$ cat src/pkg/fsc_params.svh
// Field positions, reset values and timing counts of the status and timer block.
`ifndef FSC_PARAMS_SVH
`define FSC_PARAMS_SVH
`define FSC_CLK_PERIOD_NS 5
`define FSC_MS_NS 1000000
`define FSC_MS_CYCLES (`FSC_MS_NS / `FSC_CLK_PERIOD_NS)
`define FSC_SLOW_FACTOR 2
`define FSC_UNLOAD_STEP_SHIFT 4
`define FSC_SETTLE_STEP_SHIFT 1
`define FSC_STEP_CODE_SPAN 5'h10
`define FSC_RECAL_MAX_STEPS 7'h4d
`define FSC_ST0_INVALID 8'h80
`define FSC_ST0_RESET 8'h00
`define FSC_TC_NORMAL 2'h0
`define FSC_TC_FAILED 2'h1
`define FSC_TC_INVALID 2'h2
`define FSC_TC_READY_CHG 2'h3
`define FSC_ST0_SE_BIT 5
`define FSC_ST0_EC_BIT 4
`define FSC_ST0_NR_BIT 3
`define FSC_ST0_HD_BIT 2
`endif

$ cat src/pkg/fsc_pkg.sv
// Types shared by the status and timer block.
package fsc_pkg;
    typedef enum logic [2:0] {
        OP_SPECIFY = 3'h0,
        OP_SENSE_INT = 3'h1,
        OP_SENSE_DRIVE = 3'h2,
        OP_SEEK = 3'h3,
        OP_RECAL = 3'h4,
        OP_RW = 3'h5,
        OP_INVALID = 3'h6
    } fsc_op_type;

    typedef struct packed {
        fsc_op_type op;
        logic [1:0] drive;
        logic head;
        logic [7:0] arg1;
        logic [7:0] arg2;
    } fsc_cmd_type;

    typedef struct packed {
        logic drive_fault;
        logic write_prot;
        logic ready;
        logic track_zero_line;
        logic two_sided_line;
    } fsc_lines_type;

    typedef struct packed {
        logic [1:0] termination_code;
        logic equipment_check;
        logic end_of_cylinder;
        logic crc_error;
        logic overrun;
        logic non_dma_select_or_sector_missing;
        logic write_protected_hit;
        logic missing_mark;
        logic deleted_mark_seen;
        logic data_field_crc_error;
        logic wrong_cylinder;
        logic scan_equal_hit;
        logic scan_unsatisfied;
        logic bad_cylinder;
        logic missing_data_mark;
    } fsc_exec_type;

    typedef enum logic [3:0] {
        ST_IDLE = 4'h1,
        ST_EXEC = 4'h2,
        ST_RECAL = 4'h4,
        ST_RESULT = 4'h8
    } fsc_state_type;
endpackage : fsc_pkg

$ cat src/core/fsc_timer.sv
// Down-counting interval timer in millisecond ticks.
`timescale 1ns/1ps
module fsc_timer #(
    parameter int W = 9
) (
    input wire logic mclk,
    input wire logic rst_n,
    input wire logic clk_en,
    input wire logic ms_tick,
    input wire logic start,
    input wire logic [W-1:0] load,
    output logic busy,
    output logic done
);
    logic [W-1:0] count;
    wire logic last_tick = busy && ms_tick && (count <= {{(W-1){1'b0}}, 1'b1});

    always_ff @(posedge mclk or negedge rst_n) begin
        if (!rst_n) begin
            count <= '0;
            busy <= 1'b0;
            done <= 1'b0;
        end else if (clk_en) begin
            done <= last_tick;
            if (start) begin
                count <= load;
                busy <= 1'b1;
            end else if (last_tick) begin
                count <= '0;
                busy <= 1'b0;
            end else if (busy && ms_tick) begin
                count <= count - 1'b1;
            end
        end
    end

    // A zero load would never count; it finishes on the next tick instead.
    a_timer_restart: assert property (@(posedge mclk) disable iff (!rst_n)
        (clk_en && start) |=> busy && count == $past(load))
        else $error("timer did not load its interval");
endmodule : fsc_timer

$ cat src/core/fsc_core.sv
// Status reporting, interrupt cause tracking and drive timers of the disk controller.
`timescale 1ns/1ps
`include "fsc_params.svh"
module fsc_core #(
    parameter int MS_CYCLES = `FSC_MS_CYCLES,
    parameter int PRE_W = 20
) (
    input wire logic mclk,
    input wire logic rst_n,
    input wire logic clk_en,
    input wire logic slow_clock_mode,
    input wire logic cmd_strobe,
    input wire fsc_pkg::fsc_cmd_type cmd,
    input wire logic result_read,
    input wire fsc_pkg::fsc_lines_type drive_lines,
    input wire logic [3:0] ready_lines,
    input wire logic step_pulse,
    input wire logic seek_end,
    input wire logic seek_abnormal,
    input wire logic exec_done,
    input wire fsc_pkg::fsc_exec_type exec_status,
    input wire logic xfer_byte,
    input wire logic xfer_ack,
    input wire logic head_load_rise,
    output logic int_out,
    output logic transfer_direction,
    output logic request_for_master,
    output logic non_dma_mode,
    output logic [7:0] command_status_zero,
    output logic [7:0] command_status_one,
    output logic [7:0] command_status_two,
    output logic [7:0] drive_line_status,
    output logic [1:0] sel_drive,
    output logic sel_head,
    output logic step_ready,
    output logic head_unload_due,
    output logic head_settled
);
    function automatic logic [7:0] mk_st0(input logic [1:0] tc, input logic se, input logic ec,
                                          input logic nr, input logic hd, input logic [1:0] drv);
        mk_st0 = {tc, se, ec, nr, hd, drv};
    endfunction : mk_st0

    function automatic logic [1:0] first_set(input logic [3:0] v);
        first_set = v[0] ? 2'h0 : v[1] ? 2'h1 : v[2] ? 2'h2 : 2'h3;
    endfunction : first_set

    fsc_pkg::fsc_state_type state;
    fsc_pkg::fsc_state_type next_state;
    logic [PRE_W-1:0] pre_count;
    logic [3:0] ready_prev;
    logic [3:0] step_code;
    logic [3:0] unload_code;
    logic [6:0] settle_code;
    logic pend_seek;
    logic pend_ready;
    logic [7:0] seek_st0;
    logic [7:0] ready_st0;
    logic [6:0] recal_steps;
    logic ready_lost;
    logic ready_armed;
    logic [2:0] tmr_start;
    logic [8:0] tmr_load [3];
    logic [2:0] tmr_busy;
    logic [2:0] tmr_done;

    // Rescaling the prescaler keeps every interval in step with the device clock rate.
    wire logic [PRE_W-1:0] pre_limit = slow_clock_mode ? PRE_W'(MS_CYCLES * `FSC_SLOW_FACTOR - 1)
                                                       : PRE_W'(MS_CYCLES - 1);
    // A mode change can leave the count above the shorter limit, so it wraps on reaching or passing it.
    wire logic ms_tick = (pre_count >= pre_limit);
    wire logic idle = (state == fsc_pkg::ST_IDLE);
    wire logic take = cmd_strobe && idle;
    wire logic [3:0] ready_chg = ready_lines ^ ready_prev;
    // Changes count only once a real sample is held, so reset is not taken for a toggle.
    wire logic ready_evt = ready_armed && (|ready_chg);
    wire logic blocked = pend_seek && (cmd.op != fsc_pkg::OP_SENSE_INT);
    wire logic bad_cmd = take && ((cmd.op == fsc_pkg::OP_INVALID) || blocked);
    wire logic ok_cmd = take && !bad_cmd;
    wire logic do_sense = ok_cmd && (cmd.op == fsc_pkg::OP_SENSE_INT);
    wire logic do_drive = ok_cmd && (cmd.op == fsc_pkg::OP_SENSE_DRIVE);
    wire logic do_spec = ok_cmd && (cmd.op == fsc_pkg::OP_SPECIFY);
    wire logic do_seek = ok_cmd && (cmd.op == fsc_pkg::OP_SEEK);
    wire logic do_recal = ok_cmd && (cmd.op == fsc_pkg::OP_RECAL);
    wire logic do_rw = ok_cmd && (cmd.op == fsc_pkg::OP_RW);
    wire logic rw_nr = !drive_lines.ready || (cmd.head && !drive_lines.two_sided_line);
    wire logic rw_refused = do_rw && rw_nr;
    wire logic in_recal = (state == fsc_pkg::ST_RECAL);
    wire logic recal_ok = in_recal && drive_lines.track_zero_line && drive_lines.ready;
    wire logic recal_limit = in_recal && step_pulse && !drive_lines.track_zero_line
                             && (recal_steps == `FSC_RECAL_MAX_STEPS - 7'h1);
    wire logic recal_bad = in_recal && !recal_ok && (drive_lines.drive_fault
                           || !drive_lines.ready || recal_limit);
    wire logic recal_fin = recal_ok || recal_bad;
    wire logic seek_evt = seek_end || recal_fin;
    wire logic seek_bad = recal_fin ? recal_bad : seek_abnormal;
    wire logic seek_ec = drive_lines.drive_fault || (recal_fin && recal_limit);
    // Cause codes: ok ends give normal termination, failures give the failed code.
    wire logic [7:0] seek_word = mk_st0(seek_bad ? `FSC_TC_FAILED : `FSC_TC_NORMAL, 1'b1,
                                        seek_ec, !drive_lines.ready,
                                        sel_head, sel_drive);
    wire logic [7:0] ready_word = mk_st0(`FSC_TC_READY_CHG, 1'b0, 1'b0, 1'b0, 1'b0,
                                         first_set(ready_chg));
    wire logic [7:0] sense_word = pend_seek ? seek_st0 : pend_ready ? ready_st0
                                                         : `FSC_ST0_INVALID;
    wire logic in_exec = (state == fsc_pkg::ST_EXEC);
    wire logic rw_end = in_exec && exec_done;
    wire logic [1:0] rw_tc = (ready_lost || ready_evt) ? `FSC_TC_READY_CHG
                             : exec_status.termination_code;
    wire logic [7:0] rw_st0 = mk_st0(rw_tc, 1'b0, exec_status.equipment_check, 1'b0,
                                     sel_head, sel_drive);
    wire fsc_pkg::fsc_exec_type es = exec_status;
    wire logic [7:0] rw_st1 = {es.end_of_cylinder, 1'b0, es.crc_error, es.overrun,
                               1'b0, es.non_dma_select_or_sector_missing,
                               es.write_protected_hit,
                               es.missing_mark || es.missing_data_mark};
    wire logic [7:0] rw_st2 = {1'b0, es.deleted_mark_seen, es.data_field_crc_error,
                               es.wrong_cylinder, es.scan_equal_hit, es.scan_unsatisfied,
                               es.bad_cylinder && es.wrong_cylinder,
                               es.missing_data_mark};
    wire logic [7:0] drive_word = {drive_lines.drive_fault, drive_lines.write_prot,
                                   drive_lines.ready, drive_lines.track_zero_line,
                                   drive_lines.two_sided_line, sel_head, sel_drive};
    wire logic enter_result = bad_cmd || do_sense || do_drive || rw_refused || rw_end;
    wire logic int_set = ready_evt || seek_evt || (xfer_byte && non_dma_mode)
                         || rw_end || rw_refused;
    wire logic int_clr = do_sense || xfer_ack || (result_read && state == fsc_pkg::ST_RESULT);
    wire logic next_int = int_set || (int_out && !int_clr);

    always_comb begin
        next_state = state;
        unique case (state)
            fsc_pkg::ST_IDLE: begin
                if (enter_result) begin
                    next_state = fsc_pkg::ST_RESULT;
                end else if (do_recal) begin
                    next_state = fsc_pkg::ST_RECAL;
                end else if (do_rw) begin
                    next_state = fsc_pkg::ST_EXEC;
                end
            end
            fsc_pkg::ST_EXEC: begin
                if (exec_done) begin
                    next_state = fsc_pkg::ST_RESULT;
                end
            end
            fsc_pkg::ST_RECAL: begin
                if (recal_fin) begin
                    next_state = fsc_pkg::ST_IDLE;
                end
            end
            fsc_pkg::ST_RESULT: begin
                if (result_read) begin
                    next_state = fsc_pkg::ST_IDLE;
                end
            end
            default: next_state = fsc_pkg::ST_IDLE;
        endcase
    end

    always_ff @(posedge mclk or negedge rst_n) begin
        if (!rst_n) begin
            state <= fsc_pkg::ST_IDLE;
            pre_count <= '0;
            ready_prev <= 4'h0;
            int_out <= 1'b0;
            pend_seek <= 1'b0;
            pend_ready <= 1'b0;
            seek_st0 <= `FSC_ST0_RESET;
            ready_st0 <= `FSC_ST0_RESET;
            recal_steps <= 7'h0;
            ready_lost <= 1'b0;
            ready_armed <= 1'b0;
        end else if (clk_en) begin
            state <= next_state;
            ready_armed <= 1'b1;
            pre_count <= ms_tick ? '0 : pre_count + 1'b1;
            ready_prev <= ready_lines;
            int_out <= next_int;
            // A new event in the clearing cycle keeps its pending flag set.
            pend_seek <= seek_evt || (pend_seek && !do_sense);
            pend_ready <= ready_evt || (pend_ready && !(do_sense && !pend_seek));
            if (seek_evt) begin
                seek_st0 <= seek_word;
            end
            if (ready_evt) begin
                ready_st0 <= ready_word;
            end
            recal_steps <= do_recal ? 7'h0 : (in_recal && step_pulse) ? recal_steps + 7'h1
                                                                      : recal_steps;
            ready_lost <= in_exec && (ready_lost || ready_evt) && !exec_done;
        end
    end

    always_ff @(posedge mclk or negedge rst_n) begin
        if (!rst_n) begin
            command_status_zero <= `FSC_ST0_RESET;
            command_status_one <= 8'h00;
            command_status_two <= 8'h00;
            drive_line_status <= 8'h00;
            sel_drive <= 2'h0;
            sel_head <= 1'b0;
            step_code <= 4'h0;
            unload_code <= 4'h0;
            settle_code <= 7'h0;
            non_dma_mode <= 1'b0;
        end else if (clk_en) begin
            if (bad_cmd) begin
                command_status_zero <= `FSC_ST0_INVALID;
            end else if (do_sense) begin
                command_status_zero <= sense_word;
            end else if (rw_refused) begin
                command_status_zero <= mk_st0(`FSC_TC_FAILED, 1'b0, 1'b0, 1'b1,
                                              cmd.head, cmd.drive);
            end else if (rw_end) begin
                command_status_zero <= rw_st0;
            end
            if (rw_end) begin
                command_status_one <= rw_st1;
                command_status_two <= rw_st2;
            end
            if (do_drive) begin
                drive_line_status <= {drive_word[7:3], cmd.head, cmd.drive};
            end
            if (do_drive || do_seek || do_recal || do_rw) begin
                sel_drive <= cmd.drive;
                sel_head <= cmd.head;
            end
            if (do_spec) begin
                step_code <= cmd.arg1[7:4];
                unload_code <= cmd.arg1[3:0];
                settle_code <= cmd.arg2[7:1];
                non_dma_mode <= cmd.arg2[0];
            end
        end
    end

    // The result phase is shown with direction and request both high.
    assign transfer_direction = (state == fsc_pkg::ST_RESULT);
    assign request_for_master = !in_exec && !in_recal;

    assign tmr_start[0] = rw_end;
    assign tmr_load[0] = {1'b0, unload_code, 4'h0};
    assign tmr_start[1] = step_pulse;
    assign tmr_load[1] = {4'h0, `FSC_STEP_CODE_SPAN - {1'b0, step_code}};
    assign tmr_start[2] = head_load_rise;
    assign tmr_load[2] = {1'b0, settle_code, 1'b0};

    genvar gi;
    generate
        for (gi = 0; gi < 3; gi++) begin : g_tmr
            fsc_timer #(.W(9)) u_tmr (
                .mclk(mclk),
                .rst_n(rst_n),
                .clk_en(clk_en),
                .ms_tick(ms_tick),
                .start(tmr_start[gi]),
                .load(tmr_load[gi]),
                .busy(tmr_busy[gi]),
                .done(tmr_done[gi])
            );
        end
    endgenerate

    assign head_unload_due = tmr_done[0];
    assign step_ready = !tmr_busy[1];
    assign head_settled = tmr_done[2];

    a_invalid_no_int: assert property (@(posedge mclk) disable iff (!rst_n)
        (clk_en && bad_cmd && !int_out && !int_set) |=> !int_out && transfer_direction
        && request_for_master && command_status_zero == 8'h80)
        else $error("invalid command result wrong");
    a_sense_drops_int: assert property (@(posedge mclk) disable iff (!rst_n)
        (clk_en && do_sense && !int_set) |=> !int_out)
        else $error("cause query left interrupt up");
    a_seek_raises: assert property (@(posedge mclk) disable iff (!rst_n)
        (clk_en && seek_evt) |=> int_out && pend_seek && seek_st0[5])
        else $error("seek end lost");
    a_ready_code: assert property (@(posedge mclk) disable iff (!rst_n)
        (clk_en && ready_evt && !seek_evt) |=> ready_st0[7:5] == 3'b110)
        else $error("ready change code wrong");
    a_unread_seek: assert property (@(posedge mclk) disable iff (!rst_n)
        (clk_en && take && pend_seek && cmd.op == fsc_pkg::OP_SEEK) |=>
        command_status_zero == 8'h80 && transfer_direction)
        else $error("command after unread seek accepted");
    a_recal_limit: assert property (@(posedge mclk) disable iff (!rst_n)
        (clk_en && recal_limit && !recal_ok) |=> seek_st0[7:4] == 4'b0111
        && state == fsc_pkg::ST_IDLE)
        else $error("recalibrate limit not flagged");
    a_rw_result_int: assert property (@(posedge mclk) disable iff (!rst_n)
        (clk_en && rw_end) |=> int_out && transfer_direction && command_status_one[6] == 1'b0
        && command_status_one[3] == 1'b0 && command_status_two[7] == 1'b0)
        else $error("result entry wrong");
    a_step_inverted: assert property (@(posedge mclk) disable iff (!rst_n)
        (clk_en && step_pulse) |=> g_tmr[1].u_tmr.count == 9'(16 - $past(step_code)))
        else $error("step interval load wrong");
    a_nondma_int: assert property (@(posedge mclk) disable iff (!rst_n)
        (clk_en && xfer_byte && non_dma_mode) |=> int_out)
        else $error("non-DMA byte raised no interrupt");
    a_mode_bit: assert property (@(posedge mclk) disable iff (!rst_n)
        (clk_en && do_spec) |=> non_dma_mode == $past(cmd.arg2[0]))
        else $error("transfer mode not taken");
    c_seek_query: cover property (@(posedge mclk) disable iff (!rst_n) seek_evt ##[1:20] do_sense);
    c_recal_fail: cover property (@(posedge mclk) disable iff (!rst_n) recal_limit);
    c_rw_done: cover property (@(posedge mclk) disable iff (!rst_n) rw_end ##[1:20] result_read);
    c_invalid: cover property (@(posedge mclk) disable iff (!rst_n) bad_cmd);
endmodule : fsc_core

$ cat config.mk
export PLATFORM = sky130hd
export DESIGN_NAME = fsc_core
export DESIGN_NICKNAME = d
export VERILOG_FILES = /design/src/pkg/fsc_pkg.sv /design/src/core/fsc_timer.sv /design/src/core/fsc_core.sv
export VERILOG_INCLUDE_DIRS = /design/src /design/src/pkg
export SDC_FILE = /design/constraint.sdc
export NUM_CORES = 1
export LEC_CHECK = 0
export BUFFER_PORTS_ARGS = -buffer_cell sky130_fd_sc_hd__buf_2
export CAP_MARGIN = 20
export CORE_MARGIN = 4
export CORE_UTILIZATION = 50
export DETAILED_ROUTE_END_ITERATION = 8
export PLACE_DENSITY = 0.8
export SLEW_MARGIN = 15
export SYNTH_ARGS = -nofsm -noshare
export SYNTH_HDL_FRONTEND = slang
export SYNTH_SLANG_ARGS = --single-unit
$ cat constraint.sdc
create_clock -name mclk -period 4.85 [get_ports mclk]
set_input_delay 0.97 -clock mclk [delete_from_list [all_inputs] [get_ports mclk]]
set_output_delay 0.97 -clock mclk [all_outputs]
set_load 0.005 [all_outputs]
* Word-level counts from Yosys, hierarchy flattened
Index checks and enable logic that the tools add are counted.
W data, S select, Z words.
** Cells by class
- Bitwise logic cells :: 1
- $mul :: 0
- Div/mod/pow operators :: 0
- Add/sub/neg operators :: 6
- Reduce and logical (&&, ||, !) cells :: 101
- $lt $le $gt $ge :: 4
- Shifts and indexed selects :: 0
- Equal/unequal tests :: 16
- Multiplexer cells :: 38
** Operators by type and width (count)
- $mux W9 :: 9
- $mux W8 :: 6
- $logic_and A1 B1 Y1 :: 38
- $reduce_and A2 Y1 :: 14
- $le A9 B1 Y1 const B :: 3
- $sub A9 B1 Y9 const B :: 3
- $logic_or A1 B1 Y1 :: 25
- $mux W4 :: 6
- $add A20 B1 Y20 const B :: 1
- $ge A20 B19 Y1 :: 1
- $mux W20 :: 1
- $mux W19 :: 1
- $pmux W4 S4 :: 1
- $mux W7 :: 2
- $logic_not A1 Y1 :: 13
- $eq A3 B3 Y1 const B :: 3
- $mux W1 :: 9
- $reduce_bool A3 Y1 :: 3
- $reduce_bool A2 Y1 :: 4
- $add A7 B1 Y7 const B :: 1
- $eq A7 B7 Y1 const B :: 1
- $eq A3 B2 Y1 const B :: 2
- $mux W2 :: 3
- $reduce_and A5 Y1 :: 1
- other kinds (14) :: 15
** Word-level totals
- Bits in writable memories :: 0
- ROM bits :: 0
- Latch bits :: 0
- Memories :: 0
- Bits in registers :: 131
- Input bits :: 60
- Word-level logic and storage cells :: 195

* Longest topological paths before layout
- Depth after elaboration :: 13
- Gate-level depth with buffers :: 9

* Hierarchy
Synthesis repeated with hierarchy kept, for this count alone.
** Second synthesis, totals
- Cells, all modules :: 673
- Area, all modules :: 7081.8 µm²
** Modules (own cells, without submodules)
- fsc_core :: area an instance 4919.7 µm², times used 1, sequential area each 2453.6 µm², cells each 439
- fsc_timer :: area an instance 720.7 µm², times used 3, sequential area each 275.3 µm², cells each 78

* Worst setup path before layout
OpenSTA, ideal clock, no wires.
- Kind :: input-to-reg
- Start point :: input slow_clock_mode
- End point :: register g_tmr[2].u_tmr.count[1]
- Path slack :: 1.997 ns
- Path buffers :: 0
- Arrival time :: 2.729 ns
- Stages on the path :: 8
- Cells stage by stage :: inv_1 -> ha_1 -> nand4b_1 -> a211oi_1 -> a211o_1 -> a21oi_1 -> nor2_1 -> mux2_2
** On the way
- Cells in the longest elaborated chain, start to end :: 6
- Elaborated cells on any way between the ends :: 8
** Ends and longest elaborated chain
- from (decl) :: RTL line fsc_core.sv:11 : input wire logic slow_clock_mode,
- $mux W19 * :: RTL line fsc_core.sv:68 : wire logic [PRE_W-1:0] pre_limit = slow_clock_mode ? PRE_W'(MS_CYCLES * `FSC_SLOW_FACTOR - 1)
- $ge A20 B19 Y1 * :: RTL line fsc_core.sv:71 : wire logic ms_tick = (pre_count >= pre_limit);
- $logic_and A1 B1 Y1 * :: RTL line fsc_timer.sv:16, fsc_timer.sv:31
- $logic_and A1 B1 Y1 :: RTL line fsc_timer.sv:16 : wire logic last_tick = busy && ms_tick && (count <= {{(W-1){1'b0}}, 1'b1});
- $reduce_bool A3 Y1 (no source line) or $mux W9 (tied branches)
- $reduce_and A2 Y1 (no source line) or $mux W9 (tied branches)
- to (signal assigned) :: RTL line fsc_timer.sv:26 : count <= load;
- to (signal assigned) :: RTL line fsc_timer.sv:32 : count <= count - 1'b1;
- to (decl) :: RTL line fsc_timer.sv:15 : logic [W-1:0] count;
Mark *: on every way between the ends. The rest lies on a longest branch, timed or not.
A chain may end at the register's enable or synchronous reset.

* Worst setup path in the final report
- Start point :: input slow_clock_mode
- End point :: register g_tmr[1].u_tmr.count[6]
** On the way
- Cells in the longest elaborated chain, start to end :: 6
- Elaborated cells on any way between the ends :: 8
** Ends and longest elaborated chain (RTL line)
- $mux W19 * :: fsc_core.sv:68
- $ge A20 B19 Y1 * :: fsc_core.sv:71
- $logic_and A1 B1 Y1 * :: fsc_timer.sv:16, fsc_timer.sv:31
- $logic_and A1 B1 Y1 :: fsc_timer.sv:16
- $reduce_bool A3 Y1 (no source line) or $mux W9 (tied branches)
- $reduce_and A2 Y1 (no source line) or $mux W9 (tied branches)
- to (signal assigned) :: fsc_timer.sv:26
- to (signal assigned) :: fsc_timer.sv:32
- to (decl) :: fsc_timer.sv:15
Marked as above.

==> metrics <==
Final Cycle Share 66.40%; core area around 0.013 mm²; worst r2r path cells 5; Cell variety after synth 75; Static Leak 3.940 nW; FF-to-FF setup slack around 2.0 ns; Setup crit start slow_clock_mode; Reg clk slew, reported paths 0.05 ns; capture point of the critical path g_tmr[1].u_tmr.count[6]; Setup TNS 0 ns; WL met2 7362 µm; fmax 310.5 MHz; uppermost routed layer met4; mapped cell area approximately 0.007 mm²; warnings from Yosys 0; CP max stage cell a31oi_1; total CTS buffers 17; Die H approximately 130 µm; met3 wire length slightly above 900 µm; EDFF count, synth 0; setup ws final 1.630 ns; number of global-route vias before repair ~5400; post-cts repair resize count 0; # Post-CTS Setup Buffers 0; Async SR Flop Fraction 100.0%; Skew-Pair Late Insertion Delay 0.42 ns; Final Power 3.127 mW; slew margin rel. roughly a third; sequential fraction of the synthesis area 47.45%; io pins slightly above 100; cell count along the critical path 9; initial antenna violation count 0; Max Cap Violations 0; Power Dens Cells slightly below 400 mW/mm²; largest net degree at the start of global routing 100; HPWL after DPL between 10000 and 15000 µm; slowest cell delay on critical path 0.75 ns; clock sink count 130; vias per inst just under 6; status completed; Initial Util about half; Hold Crit Class register to register; via count roughly 5700; RSZ-0062 raised after global routing false; post-route ant nets 0; Die X 125.1 µm; DR WL/cell 16.15 µm; TritonCTS clock tree done; Final Hold Viols 0; GPL Wtd Cong roughly 0.9; crit path time final between 3 and 4 ns; CP endpoint kind register; cells after synthesis 700; area grow syn2layout 17.42%; largest delay contributor family on the critical path compound AO/OA/AOI/OAI gates; Layout Cells excl Fill between 900 and 1000; Post-DP Area approximately 0.0075 mm²; Root Driver clkbuf_16; final WL 15840 µm; WP buf/inv 2; die area 0.01566 mm²; GRT overflow 0; final setup vio count 0; DP Worst Slack ~1.3 ns; crit path max fanout 11; Syn Area/Cell between 9 and 10 µm²; DR iter-0 viols about 500; ratio of cells with drive above 1 in the final layout between 20% and 30%; first-pass GRT wire length 26570 µm; final core utilization around 60%; R2R Path End unload_code[2]; row count 42; Metal-1 WL 7251 µm; drc violations 0; port bufs ~100; placed insts 950; diode count 0; ys flop type dfrtp_1; Final Max Tran Viols 0; TritonRoute pass-1 iters 6; Worst Setup Start Kind input port; crit path cell chain buf_2 > inv_1 > ha_1 > a311oi_1 > o21ai_1 > a211o_1 > a31oi_1 > nor4_1 > o21ba_2; #FFs+latches synth 130; cts hold-fix bufs 0; Layout Nets 870; worst slew pin tran 1.002 ns; WP data arrival roughly 3.5 ns; deepest clock path buffer count 2; Final Skew 0.007094 ns; most frequent cells in the layout dfrtp_1, nand2_1, buf_2; worst path required time 5.16 ns; FF-to-FF Start state[0]; number of H-tree levels 4; fill cell count approximately 1200; commonest non-fill, non-tap cell in the layout dfrtp_1; worst hold slack between 0.4 and 0.5 ns; kind of critical path input port to register; fin area 0.008054 mm²; GRT Total Usage around a fifth; worst vdd ir 0.0002195 V
## cell type report
type / instances / area, µm² / area share (%)
Inverter: 25 / 93.84 / 1.165
Timing Repair Buffer: 102 / 526.8 / 6.540
Clock buffer: 21 / 480.5 / 5.966
Multi-Input combinational cell: 517 / 3371 / 41.85
Tap cell: 176 / 220.2 / 2.734
Clock inverter: 10 / 107.6 / 1.336
Sequential cell: 130 / 3254 / 40.41
## cells by family (layout without fill, tap and decap cells)
group           count (synthesis)  count (layout)  synth area share [%]
compound gates                158             158                 16.16
xor+xnor                       25              25                 3.192
fa+ha+maj                      17              17                 3.101
buf+inv                        55             158                 3.557
flops                         130             130                 47.45
mux                            42              42                 6.768
other cells                     1               3               0.05467
simple gates                  272             272                 19.72
## where the power goes
part | internal (mW) | switching, mW
sequential | 1.22 | 0.122
clock | 0.802 | 0.462
combinational | 0.247 | 0.276
## registers in the layout, indices dropped and copies added, names as in the netlist, 2 cells and up
name and cells:
g_tmr.u_tmr.count 27, pre_count 20, command_status_zero 8, drive_line_status 8
command_status_two 7, recal_steps 7, seek_st0 7, settle_code 7
command_status_one 6, ready_prev 4, state 4, step_code 4
unload_code 4, g_tmr.u_tmr.busy 3, ready_st0 3, g_tmr.u_tmr.done 2
sel_drive 2
## cells in the mapped netlist, types with 16 or more instances
library cell	instances	area, µm²
a21oi_1	27	135.1
clkbuf_1	16	60.06
dfrtp_1	129	3228
ha_1	17	212.7
inv_1	24	90.09
mux2_1	19	214.0
mux2_2	16	180.2
nand2_1	105	394.1
nand3_1	19	95.09
nor2_1	54	202.7
nor3_1	18	90.09
o21ai_0	30	150.1
xor2_1	19	166.4
## worst min-delay path: cells and delay by family, from the launching register on
family | cells | cell delay (ns)
flip-flops | 1 | 0.33
AND/OR/NAND/NOR | 2 | 0.10
## worst min-delay path by stage
| stage | slack (ns) | cells past startpoint | from | end |
|---|---|---|---|---|
| 5_1_grt | 0.50 | 2 | command_status_one[1] | command_status_one[1] |
| 3_5_place_dp | 0.45 | 2 | command_status_two[1] | command_status_two[1] |
| 4_1_cts | 0.47 | 1 | ready_armed | ready_armed |
| 2_1_floorplan | 0.44 | 1 | seek_st0[5] | seek_st0[5] |
| 3_3_place_gp | 0.45 | 1 | seek_st0[5] | seek_st0[5] |
| 6_report | 0.47 | 2 | command_status_one[4] | command_status_one[4] |
## metal layers
metal	GRT usage, %	up-vias
li1	-	2719
met1	28.52	2712
met2	31.89	202
met3	4.691	26
met4	8.291	0
met5	0	-
(Power assumes the default switching activity.)
